[config.mk]
export PLATFORM = sky130hd
export DESIGN_NAME = drsc_top
export DESIGN_NICKNAME = d
export VERILOG_FILES = /design/src/hw/drsc_pkg.sv /design/src/hw/drsc_top.sv
export SDC_FILE = /design/constraint.sdc
export NUM_CORES = 2
export LEC_CHECK = 0
export BUFFER_PORTS_ARGS = -buffer_cell sky130_fd_sc_hd__buf_4
export CAP_MARGIN = 20
export CORE_ASPECT_RATIO = 0.5
export CORE_MARGIN = 1.5
export CORE_UTILIZATION = 30
export CTS_CLUSTER_DIAMETER = 120
export DETAILED_ROUTE_END_ITERATION = 10
export GPL_TIMING_DRIVEN = 0
export PLACE_DENSITY_LB_ADDON = 0.15
export SYNTH_ARGS = -nofsm -noshare
export SYNTH_HDL_FRONTEND = slang
export SYNTH_SLANG_ARGS = --single-unit
export TNS_END_PERCENT = 5
[constraint.sdc]
create_clock -name CLK -period 249.2 [get_ports CLK]
set_input_delay 37.38 -clock CLK [delete_from_list [all_inputs] [get_ports CLK]]
set_output_delay 37.38 -clock CLK [all_outputs]
set_load 0.02 [all_outputs]
[src/hw/drsc_pkg.sv]
// constants, field layouts and state codes of the drive setpoint and restart control block
// assumes one 20 MHz clock and a register port with 4-bit word address and 16-bit data
package drsc_pkg;
  localparam int DW = 16;
  localparam int AW = 4;
  localparam int FW = 12;
  // register word addresses
  localparam logic [3:0] A_CTRL = 4'h0;
  localparam logic [3:0] A_ATT = 4'h1;
  localparam logic [3:0] A_DLY = 4'h2;
  localparam logic [3:0] A_PRE1 = 4'h3;
  localparam logic [3:0] A_PRE2 = 4'h4;
  localparam logic [3:0] A_PRE3 = 4'h5;
  localparam logic [3:0] A_ACTR = 4'h6;
  localparam logic [3:0] A_ABW = 4'h7;
  localparam logic [3:0] A_RPMS = 4'h8;
  localparam logic [3:0] A_BASE = 4'h9;
  localparam logic [3:0] A_MAXF = 4'ha;
  localparam logic [3:0] A_MINF = 4'hb;
  localparam logic [3:0] A_LOCK = 4'hc;
  localparam logic [3:0] A_STAT = 4'hd;
  localparam logic [3:0] A_SETP = 4'he;
  localparam logic [3:0] A_FOUT = 4'hf;
  // control register fields
  localparam int C_SRC = 0;
  localparam int C_RPM = 2;
  localparam int C_AUTO = 3;
  localparam int C_REMOTE = 4;
  localparam logic [1:0] SRC_MULTI = 2'h3;
  // reset values and limits, frequencies in 0.1 Hz
  localparam logic [15:0] CTRL_RST = 16'h0000;
  localparam logic [3:0] ATT_RST = 4'h0;
  localparam logic [3:0] ATT_MAX = 4'ha;
  localparam logic [5:0] DLY_RST = 6'h01;
  localparam logic [5:0] DLY_MAX = 6'h32;
  localparam logic [11:0] PRE_RST = 12'h0c8;
  localparam logic [11:0] ABW_MAX = 12'h064;
  localparam logic [11:0] MAXF_RST = 12'h258;
  localparam logic [11:0] MINF_RST = 12'h005;
  localparam logic [15:0] RPMS_RST = 16'h06d6;
  localparam logic [15:0] LOCK_KEY = 16'h0101;
  // fault input bits; the low five are restart eligible
  localparam int F_OVERTEMP = 0;
  localparam int F_OVERCUR = 1;
  localparam int F_HIGH_BUS = 2;
  localparam int F_LOW_BUS = 3;
  localparam int F_OVERLOAD = 4;
  localparam logic [7:0] RESTART_MASK = 8'h1f;
  localparam logic [3:0] HIGH_BUS_FAULT_CODE = 4'h3;
  localparam logic [3:0] LOW_BUS_FAULT_CODE = 4'h4;
  // timing
  localparam int CLK_HZ = 20000000;
  localparam int TICK_MS = 1000;
  localparam int TICK_CYC = CLK_HZ / 1000 * TICK_MS;
  localparam int RUN_OK_MIN = 5;
  localparam logic [8:0] RUN_OK_S = 9'(RUN_OK_MIN * 60);
  // display prefix selection
  localparam logic [1:0] DSP_SPEED = 2'h0;
  localparam logic [1:0] RESTART_COUNTDOWN_PREFIX = 2'h1;
  localparam logic [1:0] DSP_FAULT = 2'h2;
  typedef enum logic [4:0] {
    RS_IDLE = 5'h01,
    RS_WAIT = 5'h02,
    RS_RUN = 5'h04,
    RS_SPENT = 5'h08,
    RS_HOLD = 5'h10
  } drsc_rs_e;
endpackage : drsc_pkg

[src/hw/drsc_top.sv]
// setpoint selection, avoidance band, terminal decode, lockout, autostart and auto-restart
// assumes pins on TERM_IN and keys are asynchronous; fault, ready and reference are on CLK
`timescale 1ns/1ps
module drsc_top #(
  parameter int TICK_CYCLES = drsc_pkg::TICK_CYC
) (
  input wire logic CLK,
  input wire logic RST,
  input wire logic [3:0] ADDR,
  input wire logic [15:0] WDATA,
  input wire logic WR,
  input wire logic RD,
  output logic [15:0] RDATA,
  input wire logic [3:0] TERM_IN,
  input wire logic KEY_UP,
  input wire logic KEY_DOWN,
  input wire logic KEY_STOP,
  input wire logic FUNC_LOSS,
  input wire logic [7:0] FAULT_IN,
  input wire logic CHECKSUM_ERR,
  input wire logic PWR_READY,
  input wire logic [11:0] REF_TB,
  output logic RUN_CMD,
  output logic DIR_REV,
  output logic START_PULSE,
  output logic FAULT_RESET,
  output logic [11:0] FREQ_REF,
  output logic [1:0] DISP_PREFIX,
  output logic [15:0] DISP_VALUE,
  output logic DISP_DP,
  output logic DISP_FLASH,
  output logic LOG_STROBE,
  output logic [3:0] LOG_CODE
);
  typedef struct packed {
    logic [7:0] s1;
    logic [7:0] s2;
    logic [7:0] pv;
    logic [15:0] ctrl;
    logic [3:0] att;
    logic [5:0] dly;
    logic [11:0] pre1;
    logic [11:0] pre2;
    logic [11:0] pre3;
    logic [11:0] actr;
    logic [11:0] abw;
    logic [11:0] maxf;
    logic [11:0] minf;
    logic [15:0] rpms;
    logic [15:0] base;
    logic [15:0] sp;
    logic lock;
    drsc_pkg::drsc_rs_e st;
    logic [3:0] rem;
    logic [5:0] cnt;
    logic [8:0] runs;
    logic [24:0] pres;
    logic tick;
    logic [7:0] fprev;
    logic [3:0] code;
    logic rdy_prev;
    logic run;
    logic dir;
    logic start_p;
    logic freset_p;
    logic [11:0] fref;
    logic [1:0] dpre;
    logic [15:0] dval;
    logic ddp;
    logic dflash;
    logic log_s;
    logic [3:0] log_c;
    logic [15:0] rdata;
  } drsc_st_s;

  drsc_st_s r_reg;
  drsc_st_s r_next;
  logic [7:0] pins;
  logic [3:0] tb;
  logic [3:0] tb_rise;
  logic up_e;
  logic dn_e;
  logic kstop;
  logic floss;
  logic multi;
  logic [7:0] fault_new;
  logic any_f;
  logic nonr;
  logic rst_new;
  logic [1:0] sel;
  logic [31:0] sp_hz;
  logic [11:0] sp_freq;
  logic [11:0] req;
  logic [11:0] half;
  logic [11:0] lo;
  logic [12:0] hi;
  logic in_band;
  logic [11:0] fout;
  logic [31:0] rpm_disp;
  logic [3:0] new_code;

  // pins pass two flops; edges are taken only from the second stage
  assign pins = {FUNC_LOSS, KEY_STOP, KEY_DOWN, KEY_UP, TERM_IN};
  assign tb = r_reg.s2[3:0];
  assign tb_rise = r_reg.s2[3:0] & ~r_reg.pv[3:0];
  assign up_e = r_reg.s2[4] & ~r_reg.pv[4];
  assign dn_e = r_reg.s2[5] & ~r_reg.pv[5];
  assign kstop = r_reg.s2[6];
  assign floss = r_reg.s2[7];
  assign multi = (r_reg.ctrl[drsc_pkg::C_SRC +: 2] == drsc_pkg::SRC_MULTI);

  // fault classification
  assign fault_new = FAULT_IN & ~r_reg.fprev;
  assign any_f = |FAULT_IN;
  assign nonr = |(FAULT_IN & ~drsc_pkg::RESTART_MASK);
  assign rst_new = |(fault_new & drsc_pkg::RESTART_MASK);

  // lowest set bit of the new faults names the logged fault
  always_comb
  begin
    new_code = 4'h0;
    for (int i = 7; i >= 0; i--)
    begin
      if (fault_new[i])
        new_code = 4'(i + 1);
    end
  end

  // rpm setpoint scaled to frequency; zero scaling guarded to avoid a divide by zero
  assign sp_hz = (r_reg.rpms == 16'h0000) ? 32'h0 :
    (32'(r_reg.sp) * 32'(r_reg.maxf)) / 32'(r_reg.rpms);
  assign sp_freq = r_reg.ctrl[drsc_pkg::C_RPM] ? sp_hz[11:0] : r_reg.sp[11:0];

  // reference source: in mode 3 a preset, or the terminal reference with both select pins open, else remote terminal or local setpoint
  assign sel = {tb[1], tb[2]};
  always_comb
  begin
    req = sp_freq;
    if (multi)
    begin
      unique case (sel)
        2'h0: req = REF_TB;
        2'h1: req = r_reg.pre1;
        2'h2: req = r_reg.pre2;
        2'h3: req = r_reg.pre3;
      endcase
    end
    else if (r_reg.ctrl[drsc_pkg::C_REMOTE])
      req = REF_TB;
  end

  // avoidance band: an in-band request is parked at the lower edge, so the
  // ramp may still cross the band but never settles in it
  assign half = r_reg.abw >> 1;
  assign lo = (r_reg.actr > half) ? r_reg.actr - half : 12'h000;
  assign hi = {1'b0, r_reg.actr} + {1'b0, half};
  assign in_band = (r_reg.abw != 12'h000) && (req > lo) && ({1'b0, req} <= hi);
  assign fout = in_band ? lo : req;

  // speed monitor in rpm, integer units
  assign rpm_disp = (r_reg.maxf == 12'h000) ? 32'h0 :
    (32'(fout) * 32'(r_reg.rpms)) / 32'(r_reg.maxf);

  // whole next state in one place
  always_comb
  begin
    r_next = r_reg;
    r_next.s1 = pins;
    r_next.s2 = r_reg.s1;
    r_next.pv = r_reg.s2;
    r_next.fprev = FAULT_IN;
    r_next.rdy_prev = PWR_READY;
    r_next.start_p = 1'b0;
    r_next.freset_p = 1'b0;
    r_next.log_s = 1'b0;
    r_next.tick = 1'b0;
    r_next.rdata = 16'h0000;
    // one-second prescaler
    if (r_reg.pres == 25'(TICK_CYCLES - 1))
    begin
      r_next.pres = 25'h0;
      r_next.tick = 1'b1;
    end
    else
      r_next.pres = r_reg.pres + 25'h1;
    // register writes, refused under lockout except the lockout word
    if (WR && (!r_reg.lock || ADDR == drsc_pkg::A_LOCK))
    begin
      unique case (ADDR)
        drsc_pkg::A_CTRL: r_next.ctrl = WDATA;
        drsc_pkg::A_ATT: r_next.att = (WDATA > 16'(drsc_pkg::ATT_MAX)) ?
          drsc_pkg::ATT_MAX : WDATA[3:0];
        drsc_pkg::A_DLY: r_next.dly = (WDATA == 16'h0) ? drsc_pkg::DLY_RST :
          (WDATA > 16'(drsc_pkg::DLY_MAX)) ? drsc_pkg::DLY_MAX : WDATA[5:0];
        drsc_pkg::A_PRE1: r_next.pre1 = WDATA[11:0];
        drsc_pkg::A_PRE2: r_next.pre2 = WDATA[11:0];
        drsc_pkg::A_PRE3: r_next.pre3 = WDATA[11:0];
        drsc_pkg::A_ACTR: r_next.actr = WDATA[11:0];
        drsc_pkg::A_ABW: r_next.abw = (WDATA > 16'(drsc_pkg::ABW_MAX)) ?
          drsc_pkg::ABW_MAX : WDATA[11:0];
        drsc_pkg::A_RPMS: r_next.rpms = WDATA;
        drsc_pkg::A_BASE: r_next.base = WDATA;
        drsc_pkg::A_MAXF: r_next.maxf = WDATA[11:0];
        drsc_pkg::A_MINF: r_next.minf = WDATA[11:0];
        drsc_pkg::A_LOCK:
          if (WDATA == drsc_pkg::LOCK_KEY)
            r_next.lock = ~r_reg.lock;
        drsc_pkg::A_SETP: r_next.sp = WDATA;
        default: r_next.rdata = 16'h0000; // status words are read only
      endcase
    end
    // reads answer in the next cycle only
    if (RD)
    begin
      unique case (ADDR)
        drsc_pkg::A_CTRL: r_next.rdata = r_reg.ctrl;
        drsc_pkg::A_ATT: r_next.rdata = {12'h000, r_reg.att};
        drsc_pkg::A_DLY: r_next.rdata = {10'h000, r_reg.dly};
        drsc_pkg::A_PRE1: r_next.rdata = {4'h0, r_reg.pre1};
        drsc_pkg::A_PRE2: r_next.rdata = {4'h0, r_reg.pre2};
        drsc_pkg::A_PRE3: r_next.rdata = {4'h0, r_reg.pre3};
        drsc_pkg::A_ACTR: r_next.rdata = {4'h0, r_reg.actr};
        drsc_pkg::A_ABW: r_next.rdata = {4'h0, r_reg.abw};
        drsc_pkg::A_RPMS: r_next.rdata = r_reg.rpms;
        drsc_pkg::A_BASE: r_next.rdata = r_reg.base;
        drsc_pkg::A_MAXF: r_next.rdata = {4'h0, r_reg.maxf};
        drsc_pkg::A_MINF: r_next.rdata = {4'h0, r_reg.minf};
        drsc_pkg::A_LOCK: r_next.rdata = {15'h0000, r_reg.lock};
        drsc_pkg::A_STAT: r_next.rdata = {r_reg.lock, r_reg.rem, r_reg.cnt, r_reg.st};
        drsc_pkg::A_SETP: r_next.rdata = r_reg.sp;
        drsc_pkg::A_FOUT: r_next.rdata = {r_reg.code, r_reg.fref};
      endcase
    end
    // local setpoint keys: one rpm or one 0.1 Hz step per press
    if (up_e && !dn_e)
    begin
      if (r_reg.ctrl[drsc_pkg::C_RPM] ? (r_reg.sp < r_reg.rpms) :
          (r_reg.sp < 16'(r_reg.maxf)))
        r_next.sp = r_reg.sp + 16'h1;
    end
    else if (dn_e && !up_e)
    begin
      if (r_reg.ctrl[drsc_pkg::C_RPM] ? (r_reg.sp != 16'h0) :
          (r_reg.sp > 16'(r_reg.minf)))
        r_next.sp = r_reg.sp - 16'h1;
    end
    // terminal decode
    r_next.dir = tb[3];
    if (multi)
    begin
      r_next.run = tb[0]; // open stops, closed runs
      if (tb_rise[0])
        r_next.freset_p = 1'b1;
    end
    else
    begin
      if (tb_rise[1])
        r_next.run = 1'b1;
      if (tb[0])
        r_next.run = 1'b0;
      if (tb_rise[2])
        r_next.freset_p = 1'b1;
    end
    if (kstop || any_f)
      r_next.run = 1'b0;
    // power-up autostart on the rising ready edge, gated by every permissive
    if (PWR_READY && !r_reg.rdy_prev && r_reg.ctrl[drsc_pkg::C_AUTO] &&
        !CHECKSUM_ERR && !floss && !kstop && !any_f)
    begin
      if (!r_reg.ctrl[drsc_pkg::C_REMOTE])
      begin
        r_next.start_p = 1'b1;
        r_next.run = 1'b1;
      end
      else if (multi ? tb[0] : tb[1])
        r_next.run = 1'b1;
    end
    // auto-restart sequencer
    unique case (r_reg.st)
      drsc_pkg::RS_IDLE:
      begin
        if (fault_new != 8'h00)
        begin
          r_next.log_s = 1'b1;
          r_next.log_c = new_code;
          r_next.code = new_code;
          if (rst_new && r_reg.att != 4'h0)
          begin
            if (nonr)
              r_next.st = drsc_pkg::RS_HOLD;
            else
            begin
              r_next.st = drsc_pkg::RS_WAIT;
              r_next.rem = r_reg.att;
              r_next.cnt = r_reg.dly;
            end
          end
        end
      end
      drsc_pkg::RS_WAIT:
      begin
        if (nonr)
          r_next.st = drsc_pkg::RS_HOLD;
        else if (r_reg.tick)
        begin
          if (r_reg.cnt <= 6'h01)
          begin
            r_next.cnt = 6'h00;
            r_next.st = drsc_pkg::RS_RUN;
            r_next.runs = 9'h000;
            r_next.freset_p = 1'b1;
            r_next.run = 1'b1;
          end
          else
            r_next.cnt = r_reg.cnt - 6'h01;
        end
      end
      drsc_pkg::RS_RUN:
      begin
        if (nonr)
          r_next.st = drsc_pkg::RS_HOLD;
        else if (rst_new) // repeat occurrences are not logged
        begin
          if (r_reg.rem <= 4'h1)
            r_next.st = drsc_pkg::RS_SPENT;
          else
          begin
            r_next.rem = r_reg.rem - 4'h1;
            r_next.cnt = r_reg.dly;
            r_next.st = drsc_pkg::RS_WAIT;
          end
        end
        else if (r_reg.tick)
        begin
          if (r_reg.runs == drsc_pkg::RUN_OK_S - 9'h001)
            r_next.st = drsc_pkg::RS_IDLE;
          else
            r_next.runs = r_reg.runs + 9'h001;
        end
      end
      drsc_pkg::RS_SPENT, drsc_pkg::RS_HOLD:
      begin
        if (!any_f)
          r_next.st = drsc_pkg::RS_IDLE;
      end
      default: r_next.st = drsc_pkg::RS_IDLE;
    endcase
    // display and output reference
    r_next.fref = fout;
    r_next.dflash = 1'b0;
    r_next.ddp = 1'b0;
    r_next.dpre = drsc_pkg::DSP_SPEED;
    if (r_next.st == drsc_pkg::RS_WAIT)
    begin
      r_next.dpre = drsc_pkg::RESTART_COUNTDOWN_PREFIX;
      r_next.dval = {10'h000, r_next.cnt};
      r_next.dflash = 1'b1;
    end
    else if (r_next.st == drsc_pkg::RS_SPENT)
    begin
      r_next.dpre = drsc_pkg::DSP_FAULT;
      r_next.dval = {12'h000, r_reg.code};
      r_next.dflash = 1'b1;
    end
    else if (!r_reg.ctrl[drsc_pkg::C_RPM] && r_reg.rpms == r_reg.base)
    begin
      r_next.dval = {4'h0, fout};
      r_next.ddp = 1'b1;
    end
    else
      r_next.dval = rpm_disp[15:0];
  end

  // the only clocked process
  always_ff @(posedge CLK)
  begin
    if (RST)
    begin
      r_reg <= '0;
      r_reg.ctrl <= drsc_pkg::CTRL_RST;
      r_reg.att <= drsc_pkg::ATT_RST;
      r_reg.dly <= drsc_pkg::DLY_RST;
      r_reg.pre1 <= drsc_pkg::PRE_RST;
      r_reg.pre2 <= drsc_pkg::PRE_RST;
      r_reg.pre3 <= drsc_pkg::PRE_RST;
      r_reg.maxf <= drsc_pkg::MAXF_RST;
      r_reg.minf <= drsc_pkg::MINF_RST;
      r_reg.rpms <= drsc_pkg::RPMS_RST;
      r_reg.base <= drsc_pkg::RPMS_RST;
      r_reg.st <= drsc_pkg::RS_IDLE;
    end
    else
      r_reg <= r_next;
  end

  assign RDATA = r_reg.rdata;
  assign RUN_CMD = r_reg.run;
  assign DIR_REV = r_reg.dir;
  assign START_PULSE = r_reg.start_p;
  assign FAULT_RESET = r_reg.freset_p;
  assign FREQ_REF = r_reg.fref;
  assign DISP_PREFIX = r_reg.dpre;
  assign DISP_VALUE = r_reg.dval;
  assign DISP_DP = r_reg.ddp;
  assign DISP_FLASH = r_reg.dflash;
  assign LOG_STROBE = r_reg.log_s;
  assign LOG_CODE = r_reg.log_c;

  // checks
  property p_att_max;
    @(posedge CLK) disable iff (RST) r_reg.att <= drsc_pkg::ATT_MAX;
  endproperty
  a_att_max: assert property (p_att_max) else $error("attempt count above ten");
  property p_att_zero;
    @(posedge CLK) disable iff (RST)
      (r_reg.st == drsc_pkg::RS_IDLE && r_reg.att == 4'h0) |=> r_reg.st != drsc_pkg::RS_WAIT;
  endproperty
  a_att_zero: assert property (p_att_zero) else $error("restart with zero attempts");
  property p_log_first;
    @(posedge CLK) disable iff (RST)
      (r_reg.st == drsc_pkg::RS_IDLE && fault_new != 8'h00) |=> LOG_STROBE;
  endproperty
  a_log_first: assert property (p_log_first) else $error("first fault not logged");
  property p_wait_load;
    @(posedge CLK) disable iff (RST)
      (r_reg.st == drsc_pkg::RS_IDLE && rst_new && !nonr && r_reg.att != 4'h0)
      |=> (r_reg.st == drsc_pkg::RS_WAIT && r_reg.cnt == $past(r_reg.dly));
  endproperty
  a_wait_load: assert property (p_wait_load) else $error("countdown not loaded");
  property p_tick;
    @(posedge CLK) disable iff (RST)
      (r_reg.st == drsc_pkg::RS_WAIT && !nonr && r_reg.tick && r_reg.cnt > 6'h01)
      |=> r_reg.cnt == $past(r_reg.cnt) - 6'h01;
  endproperty
  a_tick: assert property (p_tick) else $error("countdown step wrong");
  property p_issue;
    @(posedge CLK) disable iff (RST)
      (r_reg.st == drsc_pkg::RS_WAIT && !nonr && r_reg.tick && r_reg.cnt <= 6'h01)
      |=> FAULT_RESET && RUN_CMD ##1 !FAULT_RESET;
  endproperty
  a_issue: assert property (p_issue) else $error("restart not issued at zero");
  property p_spent;
    @(posedge CLK) disable iff (RST)
      (r_reg.st == drsc_pkg::RS_RUN && !nonr && rst_new && r_reg.rem <= 4'h1)
      |=> r_reg.st == drsc_pkg::RS_SPENT && DISP_FLASH && DISP_PREFIX == drsc_pkg::DSP_FAULT;
  endproperty
  a_spent: assert property (p_spent) else $error("exhausted retries not faulted");
  property p_nolog;
    @(posedge CLK) disable iff (RST) (r_reg.st != drsc_pkg::RS_IDLE) |=> !LOG_STROBE;
  endproperty
  a_nolog: assert property (p_nolog) else $error("repeat fault logged");
  property p_disp;
    @(posedge CLK) disable iff (RST)
      (r_reg.st == drsc_pkg::RS_WAIT) |-> DISP_FLASH &&
      DISP_PREFIX == drsc_pkg::RESTART_COUNTDOWN_PREFIX && DISP_VALUE == {10'h000, r_reg.cnt};
  endproperty
  a_disp: assert property (p_disp) else $error("countdown display wrong");
  property p_hold;
    @(posedge CLK) disable iff (RST)
      (nonr && (r_reg.st == drsc_pkg::RS_WAIT || r_reg.st == drsc_pkg::RS_RUN))
      |=> r_reg.st == drsc_pkg::RS_HOLD;
  endproperty
  a_hold: assert property (p_hold) else $error("restart not suppressed");
  property p_lock_wr;
    @(posedge CLK) disable iff (RST)
      (WR && r_reg.lock && ADDR != drsc_pkg::A_LOCK) |=> $stable(r_reg.ctrl) && $stable(r_reg.att);
  endproperty
  a_lock_wr: assert property (p_lock_wr) else $error("write passed lockout");
  property p_lock_tog;
    @(posedge CLK) disable iff (RST)
      (WR && ADDR == drsc_pkg::A_LOCK) |=> (r_reg.lock != $past(r_reg.lock)) ==
      ($past(WDATA) == drsc_pkg::LOCK_KEY);
  endproperty
  a_lock_tog: assert property (p_lock_tog) else $error("lockout toggle wrong");
  property p_band;
    @(posedge CLK) disable iff (RST)
      !WR |=> !(r_reg.abw != 12'h000 && FREQ_REF > lo && {1'b0, FREQ_REF} <= hi);
  endproperty
  a_band: assert property (p_band) else $error("output inside avoidance band");
  c_wait: cover property (@(posedge CLK) disable iff (RST) r_reg.st == drsc_pkg::RS_WAIT);
  c_spent: cover property (@(posedge CLK) disable iff (RST) r_reg.st == drsc_pkg::RS_SPENT);
  c_lock: cover property (@(posedge CLK) disable iff (RST) $rose(r_reg.lock));
  c_auto: cover property (@(posedge CLK) disable iff (RST) START_PULSE);
endmodule : drsc_top

Yosys cells after proc, flatten, opt, wreduce, memory -nomap -nowiden
Index checks and enable logic that the tools add are counted.
{"block": "totals", "register_bits": 297, "latch_bits": 0, "ram_bits": 0, "rom_bits": 0, "in_bits": 54, "output_inout_bits": 57, "elab_cells": 266, "n_memories": 0}
{"block": "op_classes", "n_addsub": 8, "mul": 2, "div_mod_pow": 2, "order_cmp": 11, "n_eq_ne": 42, "shifts": 0, "n_mux": 87, "bitwise": 12, "reduce_logical": 62}
{"op": "$pmux 16 s16", "count": 1}
{"op": "$mux 16", "count": 8}
{"op": "$mux 12", "count": 7}
{"op": "$mux 15", "count": 4}
{"op": "$mux 5", "count": 10}
{"op": "$pmux 12 s4", "count": 1}
{"op": "$mux 4", "count": 10}
{"op": "$mux 9", "count": 4}
{"op": "$mux 17", "count": 2}
{"op": "$div 28x12->32", "count": 1}
{"op": "$div 28x16->32", "count": 1}
{"op": "$eq 4x4->1 const B", "count": 8}
{"op": "$logic_not 16->1", "count": 2}
{"op": "$mux 10", "count": 3}
{"op": "$mul 12x16->28", "count": 1}
{"op": "$mul 16x12->28", "count": 1}
{"op": "$mux 1", "count": 28}
{"op": "$reduce_and 2->1", "count": 13}
{"op": "$add 25x1->25 const B", "count": 1}
{"op": "$eq 25x25->1 const B", "count": 1}
{"op": "$ne 2x2->1 const B", "count": 12}
{"op": "$pmux 5 s4", "count": 1}
{"op": "$mux 19", "count": 1}
{"op": "$mux 6", "count": 3}
{"op": "59 further kinds", "count": 102}

Logic depth before layout (Yosys ltp)
{"block": "logic_depth", "depth_word": 16, "ltp_mapped": 1053, "depth_no_buf": 963}

Worst setup path after synthesis
Ideal clock, no wire load.
{"block": "synth_timing", "kind": "reg2reg", "from": "register r_reg[191] (netlist name)", "to": "register r_reg (netlist bit DISP_VALUE[0])", "setup_ns": 0.136, "arrival_time_ns": 191.898, "required_ns": 249.064, "path_slack_ns": 57.166, "path_stages_with_launch": 1001, "n_path_buf": 102, "period_less_slack_ns": 192.034, "path_cell_list": "dfxtp_1 -> clkbuf_1 -> inv_1 -> clkbuf_1 -> nor2_1 -> fa_1 -> fa_1 -> fa_1 -> fa_1 -> inv_1 -> fa_1 -> inv_1 -> ha_1 -> nand2_1 -> o21ai_0 -> o41ai_1 -> nand2_1 -> a21oi_1 -> [... 965 more ...] -> nor2b_1 -> o21ai_0 -> nand2b_1 -> a21oi_1 -> nor2b_1 -> o21ai_0 -> nand2b_1 -> a21oi_1 -> nor2b_1 -> o21ai_0 -> nand2b_1 -> a21oi_1 -> nor2b_1 -> a2111o_1 -> a2111oi_0 -> nand4_1 -> nor4b_2 -> a41oi_1"}
{"block": "synth_via", "elab_chain_len": 16, "word_cells_on_any_way": 18, "classes_between": "2 x mul; 2 x div; 2 x order compare; 9 x mux; 3 x reduce/logical"}
{"item": "start: declaration", "line": "drsc_top.sv:76", "text": "drsc_st_s r_reg;"}
{"item": "start signal: assignment", "line": "drsc_top.sv:393", "text": "r_reg <= r_next;"}
{"item": "$mul 16x12->28", "line": "drsc_top.sv:131", "text": "(32'(r_reg.sp) * 32'(r_reg.maxf)) / 32'(r_reg.rpms);"}
{"item": "$div 28x16->32", "line": "drsc_top.sv:131"}
{"item": "$mux 12", "line": "drsc_top.sv:130", "text": "assign sp_hz = (r_reg.rpms == 16'h0000) ? 32'h0 :"}
{"item": "$mux 12", "line": "drsc_top.sv:132", "text": "assign sp_freq = r_reg.ctrl[drsc_pkg::C_RPM] ? sp_hz[11:0] : r_reg.sp[11:0];"}
{"item": "$mux 12", "line": "drsc_top.sv:148", "text": "else if (r_reg.ctrl[drsc_pkg::C_REMOTE])"}
{"item": "$mux 12", "line": "drsc_top.sv:139", "text": "if (multi)"}
{"item": "$gt 12x12->1", "line": "drsc_top.sv:157", "text": "assign in_band = (r_reg.abw != 12'h000) && (req > lo) && ({1'b0, req} <= hi);"}
{"item": "$logic_and 1x1->1 (2 in a row)", "line": "drsc_top.sv:157"}
{"item": "$mux 12", "line": "drsc_top.sv:158", "text": "assign fout = in_band ? lo : req;"}
{"item": "$mul 12x16->28", "line": "drsc_top.sv:162", "text": "(32'(fout) * 32'(r_reg.rpms)) / 32'(r_reg.maxf);"}
{"item": "$div 28x12->32", "line": "drsc_top.sv:162"}
{"item": "$mux 16", "line": "drsc_top.sv:161", "text": "assign rpm_disp = (r_reg.maxf == 12'h000) ? 32'h0 :"}
{"item": "$mux 16 *", "line": "drsc_top.sv:365", "text": "else if (!r_reg.ctrl[drsc_pkg::C_RPM] && r_reg.rpms == r_reg.base)"}
{"item": "$mux 16 *", "line": "drsc_top.sv:359", "text": "else if (r_next.st == drsc_pkg::RS_SPENT)"}
{"item": "$mux 17 *", "line": "drsc_top.sv:353", "text": "if (r_next.st == drsc_pkg::RS_WAIT)"}
Every way passes the cells marked *; elsewhere a longest branch is shown, timed or not.
A chain may end at the register's enable or synchronous reset.

==> summary.txt <==
STA
  – Crit share post-route: 91.6%
  – Worst Clk Skew: 0.0603 ns
  – Slew HR: 16.6%
  – Hold Slack: 0.432 ns
  – Fin crit period: 228.24 ns
  – Max-slew violations: 0
  – Least-Margin Pin Slew: 1.25 ns
  – Fmax: 4.38 MHz
  – Post-route setup TNS: 0 ns
  – Final hold vios: 0
  – Final setup viols: 0

Logic synthesis
  – Synth Register Bits: 296
  – Synthesized area per cell: 7.34 µm²
  – Syn Inst Count: 9452
  – Yosys top cell by area: ha_1
  – Post-synth EDFFs: 0
  – Post-synth top flop: dfxtp_1
  – Warnings from Yosys: 0
  – Share of the synthesized area in the top cell type: 17.1%
  – Netlist cell types: 152
  – Post-synth ARST share: 0%
  – Post-synthesis sequential area ratio: 8.54%
  – Synth area leaders: ha_1 17%, dfxtp_1 8.5%, fa_1 8.1%
  – Synthesized area: 0.0694 mm²

Placed design
  – Hpwl dp: 216 mm
  – Port buffer count: 107
  – GPL Wtd Cong: 0.985

Layout
  – Synth-to-layout area growth: 9.88%
  – Max reg flops: 213
  – Commonest non-fill, non-tap cell in the layout: nand2_1
  – Most frequent cells in the layout: 1110 x nand2_1, 947 x ha_1, 868 x nor2_1
  – Nets: 10928
  – # fillers: 24998
  – Layout cells sized above 1: 8.03%
  – Layout Utilization: 33.3%

Routing
  – Vias: 69893
  – Post-route ant nets: 0
  – 1st-iter DRT viols: 5260
  – Via density: 5.48
  – Pre-antenna DRT Iters: 9
  – Routed WL: 262 mm
  – # DRC: 0
  – WL per Instance: 20.5 µm

GRT
  – Pin count of the biggest net entering global routing: 35
  – Initial antenna violation count: 9
  – Wire length of the first global-routing pass: 403 mm
  – Vias in the first global route: 67316
  – Overflow after GRT: 0
  – All-Layer GR Usage: 21.6%

Setup path
  – CP max stage cell: clkbuf_1
  – CP Launch Type: flip-flop
  – CP most frequent cell: o21a_1
  – CP Class: flip-flop to flip-flop
  – Worst EP arrival: 228.66 ns
  – Largest stage delay on the critical path: 0.80 ns
  – CP Data Required Time: 249.62 ns
  – Crit. End Element: flip-flop
  – Critical path fanouts, max: 10
  – Largest delay contributor family on the critical path: compound AO/OA/AOI/OAI gates
  – Crit path buffers/inverters: 110

Die
  – Starting density of the core: 30.3%
  – Core area: 0.229 mm²
  – Num rows: 124
  – Chip height: 343 µm
  – Die X: 683 µm
  – Num ports: 111
  – Die ar.: 0.234 mm²

Clock network
  – Post-CTS Hold Buffers: 0
  – CTS Root Cell: clkbuf_16
  – Clock-pin transition on the worst setup and hold timing paths: 0.06 ns
  – CTS tree: built
  – TritonCTS Buffers: 39
  – Longest Clk Path Bufs: 3
  – Latest clock arrival within the worst-skew pair: 0.62 ns
  – H-tree levels: 2
  – Clock sinks: 296

Min path
  – Hold/Removal Path Class: flip-flop to flip-flop

Run
  – MaxCap Viol Count: 0

Status
  – Run status: finished, final reports clean
[final timing paths]
check	startpoint	end	slack, ns	cells after the start
worst min register to register	r_next[55]	r_reg[282]	0.43	1
worst max register to register	r_reg[129]	DISP_VALUE[0]	20.96	1010
worst min-delay path	r_next[55]	r_reg[282]	0.43	1
worst max-delay path	r_reg[129]	DISP_VALUE[0]	20.96	875
[cells in the mapped netlist (all sizes together) (19+ instances only)]
| cell type | instances |
|---|---|
| o21a | 467 |
| a211o | 39 |
| nand3 | 177 |
| nand2b | 92 |
| and3 | 63 |
| or4 | 24 |
| nor4 | 55 |
| or3 | 66 |
| a211oi | 77 |
| nor3 | 559 |
| nand2 | 1113 |
| a31o | 19 |
| mux2 | 156 |
| nor2b | 140 |
| a21o | 136 |
| and2 | 111 |
| o22ai | 35 |
| o31ai | 225 |
| xor2 | 142 |
| o21bai | 55 |
| nand4 | 92 |
| ha | 947 |
| fa | 282 |
| nand3b | 35 |
| clkbuf | 281 |
| a22o | 25 |
| or2 | 103 |
| o211ai | 72 |
| a22oi | 59 |
| nor2 | 877 |
| o21ai | 351 |
| dfxtp | 296 |
| a21oi | 654 |
| mux2i | 86 |
| o2111ai | 22 |
| a21boi | 26 |
| o31a | 25 |
| xnor2 | 261 |
| inv | 618 |
| buf | 134 |
| a31oi | 109 |
| a221oi | 35 |
| and4 | 25 |
[layout make-up]
type                            instances  area (µm²)  share of cell area (%)
Antenna cell                            4        10.0                  0.0131
Buffer                                415        1900                    2.49
Clock buffer                           45        1040                    1.36
Clock inverter                         23         372                   0.487
Inverter                              622        2340                    3.06
Multi-Input combinational cell       8126       59400                    77.8
Sequential cell                       296        5930                    7.77
Tap cell                             3087        3860                    5.06
Timing Repair Buffer                  145        1460                    1.91
[worst register-to-register path: cells and delay by family (launching register included)]
family                   cells  cell delay (ns)
XOR/XNOR                     2             0.42
AO/OA/AOI/OAI              579           121.36
multiplexers                14             4.25
flip-flops                   1             0.50
buffers and inverters      130            36.59
adder cells (fa/ha/maj)     69            23.78
AND/OR/NAND/NOR            216            41.36
[cells by family (layout without fill, tap and decap cells)]
| kind of cell | count (synthesis) | count (layout) | synth area share, % |
|---|---|---|---|
| AO/OA/AOI/OAI | 2639 | 2639 | 26.2 |
| XOR/XNOR | 403 | 403 | 5.11 |
| adder cells (fa/ha/maj) | 1231 | 1231 | 25.2 |
| buffers and inverters | 1037 | 1250 | 6.08 |
| flip-flops | 296 | 296 | 8.54 |
| multiplexers | 250 | 250 | 4.05 |
| other | 1 | 12 | 0.00540 |
| AND/OR/NAND/NOR | 3595 | 3595 | 24.8 |
[stage by stage]
step,setup WS (ns),std cells,cell area (µm²)
after detailed placement,18.13,12689,74800
final,20.96,12763,76300
after global routing,-0.00836,12759,76300
after floorplan,57.17,9459,69400
after global placement,16.24,12653,74100
after CTS,17.02,12757,76200
[layer usage]
metal  up-vias  GRT usage [%]  wire length (µm)
met4         4           4.79              6480
met3       298           2.22             13500
met2      1622           36.0            116000
met1     33367           30.2            126000
li1      34602              -                 -
met5         -              0                31
[repair_timing]
action / CTS / global route
resized for setup: 0 / 33
setup buffers: 0 / 0
setup endpoints to repair: 0 / 1
Power is not shown: default switching activity piles up to over one toggle a cycle in this logic, so the estimate is an artifact.
